### src/core/tx_ep_pkg.sv
// package for the transmit endpoint control/status block
// assumes a 32-bit apb slave with word-aligned registers
package tx_ep_pkg;
  localparam logic [11:0] ctrl_low_index     = 12'h112;
  localparam logic [11:0] ctrl_low_addr      = 12'h448;
  localparam logic [11:0] irq_status_addr    = 12'h500;
  localparam logic [11:0] irq_mask_addr      = 12'h504;
  localparam logic [11:0] role_addr          = 12'h508;
  localparam logic [11:0] toggle_addr        = 12'h50C;
  localparam int          tx_packet_ready_pos          = 0;
  localparam int          tx_fifo_nonempty_pos         = 1;
  localparam int          error_pos          = 2;
  localparam int          flush_pos          = 3;
  localparam int          send_stall_pos     = 4;
  localparam int          stalled_pos        = 5;
  localparam int          clear_toggle_pos   = 6;
  localparam int          reserved_pos       = 7;
  localparam logic [7:0]  ctrl_low_reset     = 8'h00;
  localparam logic [1:0]  retry_limit        = 2'h3;
  localparam logic [3:0]  irq_none           = 4'h0;
  localparam int          irq_tx_done        = 0;
  localparam int          irq_flush          = 1;
  localparam int          irq_error          = 2;
  localparam int          irq_stall_sent     = 3;
  typedef enum logic [1:0] {xfer_bulk, xfer_interrupt, xfer_iso, xfer_control} xfer_e;
endpackage : tx_ep_pkg

### src/core/tx_endpoint_ctrl.sv
// transmit endpoint lower control/status byte with apb access and interrupt
// assumes link events are single-cycle pulses on core_clk; host_role from link logic
//
// Implementation choice: the APB interface to the registers.
`timescale 1ns/1ns
`default_nettype none
module tx_endpoint_ctrl
  import tx_ep_pkg::*;
#(
  parameter int buffers = 2
) (
  input  wire logic        core_clk,
  input  wire logic        rst,
  input  wire logic        psel,
  input  wire logic        penable,
  input  wire logic        pwrite,
  input  wire logic [11:0] paddr,
  input  wire logic [31:0] pwdata,
  output logic             pready,
  output logic [31:0]      prdata,
  output logic             pslverr,
  input  wire logic        pkt_sent,
  input  wire logic        in_token,
  input  wire logic        stall_done,
  input  wire logic        no_handshake,
  input  wire logic        handshake_ok,
  input  wire logic        host_role_pin,
  output logic             answer_stall,
  output logic             fifo_flush,
  output logic             data_toggle_bit,
  output logic             irq
);
  logic        host_meta_reg;
  logic        host_role_reg;
  logic        tx_packet_ready;
  logic        error_reg;
  logic        setup_reg;
  logic        naktimeout_reg;
  logic        send_stall_reg;
  logic        stalled_reg;
  logic [3:0]  tx_interrupt_status_reg;
  logic [3:0]  irq_mask_reg;
  xfer_e       xfer_reg;
  logic        access;
  logic        wr;
  logic        rd;
  logic        wr_ctrl;
  logic        flush_req;
  logic        retry_fail;
  logic        limit_hit;
  logic        stall_event;
  logic        tx_fifo_nonempty;
  logic        fifo_full;
  logic [1:0]  pkt_count;
  logic        load_pulse;
  logic        drop_all;
  logic [3:0]  irq_events;
  logic [7:0]  ctrl_view;
  logic [31:0] rdata_next;

  assign access = psel && penable && pready;
  assign wr     = access && pwrite;
  assign rd     = access && !pwrite;
  assign wr_ctrl = wr && paddr == ctrl_low_addr;
  assign flush_req = wr_ctrl && pwdata[flush_pos];

  // host mode retry failure only counts in bulk or interrupt
  assign retry_fail = host_role_reg && (xfer_reg == xfer_bulk || xfer_reg == xfer_interrupt)
                      && limit_hit;
  assign stall_event = !host_role_reg && stall_done;
  assign load_pulse  = wr_ctrl && pwdata[tx_packet_ready_pos] && !pwdata[flush_pos];
  assign drop_all    = retry_fail || stall_event;

  // role pin crosses from outside
  always_ff @(posedge core_clk) begin
    if (rst) begin
      host_meta_reg <= 1'b0;
      host_role_reg <= 1'b0;
    end else begin
      host_meta_reg <= host_role_pin;
      host_role_reg <= host_meta_reg;
    end
  end

  tx_packet_count #(.buffers(buffers)) u_count (
    .core_clk (core_clk),
    .rst      (rst),
    .load     (load_pulse),
    .sent     (pkt_sent),
    .drop_one (flush_req),
    .drop_all (drop_all),
    .nonempty (tx_fifo_nonempty),
    .full     (fifo_full),
    .count    (pkt_count)
  );

  tx_retry_count u_retry (
    .core_clk     (core_clk),
    .rst          (rst),
    .no_handshake (no_handshake && host_role_reg),
    .handshake    (handshake_ok),
    .clear        (drop_all || flush_req),
    .limit_hit    (limit_hit)
  );

  // packet-ready: set by software, cleared by link events
  always_ff @(posedge core_clk) begin
    if (rst) begin
      tx_packet_ready <= 1'b0;
    end else if (flush_req || drop_all) begin
      tx_packet_ready <= 1'b0;
    end else if (load_pulse) begin
      // second buffer free: leave ready clear for next queueing
      tx_packet_ready <= (buffers == 1) || (pkt_count != 2'h0);
    end else if (pkt_sent) begin
      tx_packet_ready <= 1'b0;
    end else if (!fifo_full && pkt_count != 2'h0 && buffers == 2) begin
      tx_packet_ready <= 1'b0;
    end
  end

  // error flag, host role only, sticky until software clears
  always_ff @(posedge core_clk) begin
    if (rst) begin
      error_reg <= 1'b0;
    end else if (retry_fail) begin
      error_reg <= 1'b1;
    end else if (wr_ctrl && !pwdata[error_pos]) begin
      error_reg <= 1'b0;
    end
  end

  // role-dependent bits 4 and 7
  always_ff @(posedge core_clk) begin
    if (rst) begin
      send_stall_reg <= 1'b0;
      setup_reg      <= 1'b0;
      naktimeout_reg <= 1'b0;
    end else if (wr_ctrl) begin
      send_stall_reg <= !host_role_reg && pwdata[send_stall_pos];
      setup_reg      <= host_role_reg && pwdata[send_stall_pos];
      naktimeout_reg <= host_role_reg && naktimeout_reg && pwdata[reserved_pos];
    end
  end

  // stalled flag: set wins over software clear
  always_ff @(posedge core_clk) begin
    if (rst) begin
      stalled_reg <= 1'b0;
    end else if (stall_event) begin
      stalled_reg <= 1'b1;
    end else if (wr_ctrl && !pwdata[stalled_pos]) begin
      stalled_reg <= 1'b0;
    end
  end

  // data toggle clear
  always_ff @(posedge core_clk) begin
    if (rst) begin
      data_toggle_bit <= 1'b0;
    end else if (wr_ctrl && pwdata[clear_toggle_pos]) begin
      data_toggle_bit <= 1'b0;
    end else if (pkt_sent) begin
      data_toggle_bit <= !data_toggle_bit;
    end
  end

  // stall answer to in tokens
  always_ff @(posedge core_clk) begin
    if (rst) begin
      answer_stall <= 1'b0;
      fifo_flush   <= 1'b0;
    end else begin
      answer_stall <= in_token && send_stall_reg && !host_role_reg
                      && xfer_reg != xfer_iso;
      fifo_flush   <= flush_req || drop_all;
    end
  end

  // interrupt status, mask and config registers
  assign irq_events = {stall_event, retry_fail, flush_req, pkt_sent};

  always_ff @(posedge core_clk) begin
    if (rst) begin
      tx_interrupt_status_reg <= irq_none;
    end else if (rd && paddr == irq_status_addr) begin
      tx_interrupt_status_reg <= irq_events;
    end else begin
      tx_interrupt_status_reg <= tx_interrupt_status_reg | irq_events;
    end
  end

  always_ff @(posedge core_clk) begin
    if (rst) begin
      irq_mask_reg <= irq_none;
      xfer_reg     <= xfer_bulk;
    end else if (wr && paddr == irq_mask_addr) begin
      irq_mask_reg <= pwdata[3:0];
    end else if (wr && paddr == role_addr) begin
      xfer_reg <= xfer_e'(pwdata[1:0]);
    end
  end

  always_ff @(posedge core_clk) begin
    if (rst) begin
      irq <= 1'b0;
    end else begin
      irq <= |(tx_interrupt_status_reg & irq_mask_reg);
    end
  end

  // read view of the control byte
  assign ctrl_view = {host_role_reg && naktimeout_reg, 1'b0,
                      host_role_reg ? 1'b0 : stalled_reg,
                      host_role_reg ? setup_reg : send_stall_reg,
                      1'b0, error_reg, tx_fifo_nonempty, tx_packet_ready};

  always_comb begin
    rdata_next = 32'h0000_0000;
    unique case (paddr)
      ctrl_low_addr:   rdata_next = {24'h000000, ctrl_view};
      irq_status_addr: rdata_next = {28'h0000000, tx_interrupt_status_reg};
      irq_mask_addr:   rdata_next = {28'h0000000, irq_mask_reg};
      role_addr:       rdata_next = {30'h00000000, xfer_reg};
      toggle_addr:     rdata_next = {31'h00000000, data_toggle_bit};
      default:         rdata_next = 32'h0000_0000;
    endcase
  end

  // one wait cycle: pready rises in the second access cycle
  always_ff @(posedge core_clk) begin
    if (rst) begin
      pready  <= 1'b0;
      prdata  <= 32'h0000_0000;
      pslverr <= 1'b0;
    end else begin
      pready  <= psel && penable && !pready;
      prdata  <= rdata_next;
      pslverr <= psel && penable && !pready &&
                 !(paddr == ctrl_low_addr || paddr == irq_status_addr ||
                   paddr == irq_mask_addr || paddr == role_addr || paddr == toggle_addr);
    end
  end
endmodule : tx_endpoint_ctrl
`default_nettype wire

### src/core/tx_packet_count.sv
// counts packets held in the transmit fifo (one or two buffers)
// assumes load and send events arrive as single-cycle pulses
`timescale 1ns/1ns
`default_nettype none
module tx_packet_count
  import tx_ep_pkg::*;
#(
  parameter int buffers = 2
) (
  input  wire logic       core_clk,
  input  wire logic       rst,
  input  wire logic       load,
  input  wire logic       sent,
  input  wire logic       drop_one,
  input  wire logic       drop_all,
  output logic            nonempty,
  output logic            full,
  output logic [1:0]      count
);
  initial begin
    if (buffers < 1 || buffers > 2) $error("buffers must be 1 or 2");
  end

  always_ff @(posedge core_clk) begin
    if (rst || drop_all) begin
      count <= 2'h0;
    end else if (load && !(sent || drop_one) && count < 2'(buffers)) begin
      count <= count + 2'h1;
    end else if (!load && (sent || drop_one) && count != 2'h0) begin
      count <= count - 2'h1;
    end
  end

  assign nonempty = (count != 2'h0);
  assign full     = (count == 2'(buffers));
endmodule : tx_packet_count
`default_nettype wire

### src/core/tx_retry_count.sv
// counts failed transmit attempts without handshake
// assumes attempt outcomes arrive as single-cycle pulses
`timescale 1ns/1ns
`default_nettype none
module tx_retry_count
  import tx_ep_pkg::*;
(
  input  wire logic       core_clk,
  input  wire logic       rst,
  input  wire logic       no_handshake,
  input  wire logic       handshake,
  input  wire logic       clear,
  output logic            limit_hit
);
  logic [1:0] tries_reg;

  always_ff @(posedge core_clk) begin
    if (rst || clear || handshake) begin
      tries_reg <= 2'h0;
    end else if (no_handshake && tries_reg != retry_limit) begin
      tries_reg <= tries_reg + 2'h1;
    end
  end

  assign limit_hit = no_handshake && (tries_reg == retry_limit - 2'h1);
endmodule : tx_retry_count
`default_nettype wire

### config.mk
export PLATFORM = sky130hd
export DESIGN_NAME = tx_endpoint_ctrl
export DESIGN_NICKNAME = d
export VERILOG_FILES = /design/src/core/tx_ep_pkg.sv /design/src/core/tx_endpoint_ctrl.sv /design/src/core/tx_packet_count.sv /design/src/core/tx_retry_count.sv
export SDC_FILE = /design/constraint.sdc
export NUM_CORES = 1
export LEC_CHECK = 0
export BUFFER_PORTS_ARGS = -buffer_cell sky130_fd_sc_hd__buf_2
export CELL_PAD_IN_SITES_DETAIL_PLACEMENT = 0
export CELL_PAD_IN_SITES_GLOBAL_PLACEMENT = 1
export CORE_MARGIN = 1.5
export CORE_UTILIZATION = 28
export CTS_CLUSTER_DIAMETER = 40
export DETAILED_ROUTE_END_ITERATION = 7
export PLACE_DENSITY = 0.83
export SYNTH_ARGS = -nofsm -noshare
export SYNTH_HDL_FRONTEND = slang
export SYNTH_HIERARCHICAL = 1
export SYNTH_SLANG_ARGS = --single-unit
export TNS_END_PERCENT = 100
### constraint.sdc
create_clock -name core_clk -period 2.07 [get_ports core_clk]
set_input_delay 0.207 -clock core_clk [delete_from_list [all_inputs] [get_ports core_clk]]
set_output_delay 0.207 -clock core_clk [all_outputs]
set_load 0.01 [all_outputs]
Word level (Yosys, flattened, before mapping) --
Index checks and enable logic that the tools add are counted.
Cells by class: add/sub/neg operators 3, order comparisons 1, equal/unequal tests 10, muxes and demuxes 13, bitwise gates (word level) 3, reductions and logical operators 66
Operators with widths (count):
- $eq A12 B11 Y1 const B | 5
- $pmux W8 S5 | 1
- $logic_and A1 B1 Y1 | 34
- $logic_not A1 Y1 | 11
- $logic_or A1 B1 Y1 | 11
- $mux W1 | 9
- $reduce_bool A2 Y1 | 4
- $add A2 B1 Y2 const B | 2
- $and A4 B4 Y4 | 1
- $eq A2 B2 Y1 const B | 2
- $mux W2 | 2
- $mux W4 | 1
- $ne A2 B2 Y1 const B | 2
- $or A4 B4 Y4 | 1
- $reduce_or A2 Y1 | 2
- $reduce_or A4 Y1 | 1
- $reduce_bool A3 Y1 | 1
- $eq A2 B1 Y1 const B | 1
- $logic_not A2 Y1 | 1
- $lt A2 B2 Y1 const B | 1
- $reduce_and A2 Y1 | 1
- $sub A2 B1 Y2 const B | 1
- $not A1 Y1 | 1
Word-level totals: register bits after elaboration 60, input bits 55, output and inout bits 38

Depth between registers and ports, before layout --
depth after elaboration 11, gate-level depth with buffers 8

Modules after synthesis --
The synthesis kept the hierarchy.
By module, submodules not included:
- tx_endpoint_ctrl | times used 1, cells each 179, area an instance 1527.7 µm²
- tx_retry_count | times used 1, cells each 12, area an instance 122.6 µm²
- tx_packet_count | times used 1, cells each 15, area an instance 121.4 µm²

Worst setup path before layout --
Ideal clock, no wire load.
path kind in2reg, start point input port paddr[5], end point register u_count.count[0], setup time 0.120 ns, data arrival time 2.103 ns, data required time 1.950 ns, setup slack -0.153 ns, cell stages on the path 7, cell sequence or4_4 -> or4_1 -> buf_2 -> nor2_1 -> or4b_1 -> nand3_1 -> a211oi_1
On the way: longest elaborated chain between the ends 8, elaborated cells between the ends (all ways) 14, classes of those cells 1 x eq/ne; 1 x mux; 12 x reduce/logical
Ends and longest elaborated chain:
- from (decl) | RTL line tx_endpoint_ctrl.sv:17 | input wire logic [11:0] paddr,
- $eq A12 B11 Y1 * | RTL line tx_endpoint_ctrl.sv:64 | assign wr_ctrl = wr && paddr == ctrl_low_addr;
- $logic_and A1 B1 Y1 * | RTL line tx_endpoint_ctrl.sv:64
- $logic_and A1 B1 Y1 * (2 in a row) | RTL line tx_endpoint_ctrl.sv:71 | assign load_pulse = wr_ctrl && pwdata[tx_packet_ready_pos] && !pwdata[flush_pos];
- named net load_pulse | RTL line tx_endpoint_ctrl.sv:55 | logic load_pulse;
- $logic_not A1 Y1 | RTL line tx_packet_count.sv:29 | end else if (!load && (sent || drop_one) && count != 2'h0) begin
- $logic_and A1 B1 Y1 (2 in a row) | RTL line tx_packet_count.sv:29
- $reduce_bool A2 Y1 (no line)
- to (signal assigned) | RTL line tx_packet_count.sv:28 | count <= count + 2'h1;
- to (signal assigned) | RTL line tx_packet_count.sv:30 | count <= count - 2'h1;
- to (decl) | RTL line tx_packet_count.sv:18 | output logic [1:0] count
Mark *: on every way through the listed nets, which the timed path passes. The rest lies on a longest branch. A chain may end at the register's enable or synchronous reset.

Worst setup path after layout --
start point input port paddr[11], end point register u_count.count[0]
The elaborated chain is that of the path after synthesis.

==> metrics <==
run status=finished clean; Synth area leaders=dfxtp_1 40%, buf_4 11%, a21oi_1 4.8%; placed cell area=2110 µm²; storage element area=between 700 and 800 µm²; Synth area leader=dfxtp_1; Post-synth ARST share=0%; Req. time, crit path=2.29 ns; #FFs+latches synth=35; critical path's top delay family=simple AND/OR/NAND/NOR gates; CTS Hold Bufs=0; Mapped Cells=roughly 210; gr usage total=between 10% and 20%; CP Max Fanout=4; period utilization=a little over nine tenths; drt first-iter violations=73; Slowest-stage cell, CP=or4_4; Top FF cell, synth=dfxtp_1; CP cell instances=buf_2 -> or4b_4 -> or4_4 -> nor2_4 -> nor3b_2 -> o2bb2a_1 -> a211oi_1; mapped cell area=between 1500 and 2000 µm²; met3 Track Usage GR=4.62%; GR Util met1=between 10% and 20%; Final Hold Fails=0; largest net degree at the start of global routing=17; Detail Placement HPWL=between 3000 and 4000 µm; I/O pin cnt=93; core outline area=~6000 µm²; Layout area overhead=24.8%; Startpoint Class=input port; IO Port Bufs=43; most instantiated cells after synthesis=35 x dfxtp_1, 25 x buf_4, 17 x a21oi_1; Die Area=approximately 6800 µm²; fin area=2210 µm²; post-CTS setup buffer count=0; routed via count=around 1600; Post-synth EDFFs=0; crit end category=flip-flop; # setup viols final=0; drc violations=0; Largest register FFs=7; Crit path largest cell delay=0.58 ns; Hold Crit Class=in2reg; RSZ-0062 raised after global routing=no; count of cell types in the netlist=45; clk root buf=clkbuf_8; Remaining Overflow, GRT=0; Achievable Freq=approximately 0.52 GHz; Skew-Pair Late Insertion Delay=roughly 0.30 ns; Avg WL per Cell=about 12 µm; DRT antenna net count=0; Routed WL=4210 µm; leakage=between 0.9 and 1 nW; critical path class=in2reg; diodes inserted=0; CTS buffer count=5; Nets=approximately 320; Reg clk slew, reported paths=0.08 ns; share of the synthesized area in the top cell type=roughly 40%; initial antenna violation count=0; max cap viols=0; M2 GR Usage=between 20% and 30%; CP arrival=about 2.2 ns; most frequent cell after synthesis=dfxtp_1; CTS H-Tree Depth=2; Initial Util=between 20% and 30%; fillers=approximately 650; clock sinks=35; 1st-pass router iterations=4; vias in the first global route=1483; width of the die=about 83 µm; Crit path buffers/inverters=1; Final TNS setup=0 ns; Final Wtd Congestion=0.899; post-synthesis sequential area ratio=39.5%; chip height=82.5 µm; CTS tree=done; final slew viol count=0; VDD IR-drop max=around 0.00021 V; yosys warns=6; min cycle time layout=roughly 1.9 ns; Max Clock Skew=about 0.0098 ns; PD cells=around 610 nW/µm²; Post-Syn Area per Cell=between 8 and 9 µm²; Most Crowded Layer GR=met2; vias per cell=4.69; clk buf depth=2; row cnt=28; share of cells above drive strength 1=between 30% and 40%; area taken by multi-input logic gates=955 µm²; first-pass GRT wire length=6740 µm
cells in the final DEF, fill, tap and decap left out, drive strengths merged, types with 2 or more instances in the layout:
| cell | instances |
|---|---|
| buf | 59 |
| dfxtp | 35 |
| conb | 25 |
| a21oi | 17 |
| o21ai | 15 |
| nand2 | 12 |
| nor2 | 12 |
| inv | 10 |
| nand3 | 9 |
| nor3 | 6 |
| nand2b | 5 |
| clkbuf | 5 |
| a211oi | 5 |
| nor2b | 4 |
| a22oi | 4 |
| nand3b | 3 |
| or3 | 3 |
| nor3b | 3 |
| or4b | 3 |
| nand4 | 2 |
| or4 | 2 |
| and2 | 2 |
| xnor2 | 2 |
| nor4b | 2 |
| and3 | 2 |
| a21boi | 2 |
| mux2 | 2 |
| clkinvlp | 2 |
| ha | 2 |
| nor4 | 2 |
per-stage QoR:
stage	hold WS, ns	utilization [%]	total power, mW	setup slack, ns	std cells
6_report	0.0799	36.7	1.35	0.130	342
5_1_grt	0.0807	36.7	1.41	0.0213	342
4_1_cts	0.0740	36.5	1.36	0.108	342
3_5_place_dp	0.392	35.0	0.845	-0.205	334
3_3_place_gp	0.388	35.0	0.844	-0.164	334
2_1_floorplan	0.279	-	0.811	-0.0633	230
cells by family (layout without fill, tap and decap cells):
kind of cell,count (synthesis),after routing,synth area share [%]
AOI/OAI and AO/OA,48,48,16.7
xor gates and xnor gates,2,2,0.989
adders and majority gates,2,2,1.41
buffers and inverters,39,76,13.6
DFF,35,35,39.5
muxes,4,4,3.11
other,1,25,0.212
and+or+nand+nor,75,75,24.4
what timing repair did:
action                                  CTS  global route
endpoints found under the setup margin    0             1
gates resized for setup                   0             1
hold endpoints to repair                  0             0
worst paths after layout:
check,from,end,slack (ns),cells after the start
worst max-delay path,paddr[11],u_count/count[0]$_SDFFE_PP0P_,0.13,7
worst min-delay path,pwdata[6],data_toggle_bit$_SDFFE_PP0P_,0.08,2
worst max register to register,pready$_SDFF_PP0_,u_count/count[0]$_SDFFE_PP0P_,0.15,6
worst min register to register,naktimeout_reg$_SDFFE_PP0N_,prdata[7]$_SDFF_PP0_,0.43,2
final cells by class:
| class | instances | area share [%] |
|---|---|---|
| Clock buffer | 5 | 3.11 |
| Clock inverter | 3 | 1.08 |
| Inverter | 9 | 1.53 |
| Multi-Input combinational cell | 156 | 43.2 |
| Sequential cell | 35 | 31.7 |
| Tap cell | 75 | 4.24 |
| Timing Repair Buffer | 59 | 15.2 |
power breakdown:
part | internal, mW | total [mW] | switching (mW)
Clock | 0.240 | 0.515 | 0.275
Sequential | 0.684 | 0.692 | 0.00791
Combinational | 0.0567 | 0.139 | 0.0819
Total | 0.981 | 1.35 | 0.365
per-layer routing:
metal  vias up  part of all wire, %
met1       711                   45
met4         0                  2.7
met3        12                   11
li1        801                    -
met5         -                    0
met2        81                   41
(Power assumes the default switching activity.)
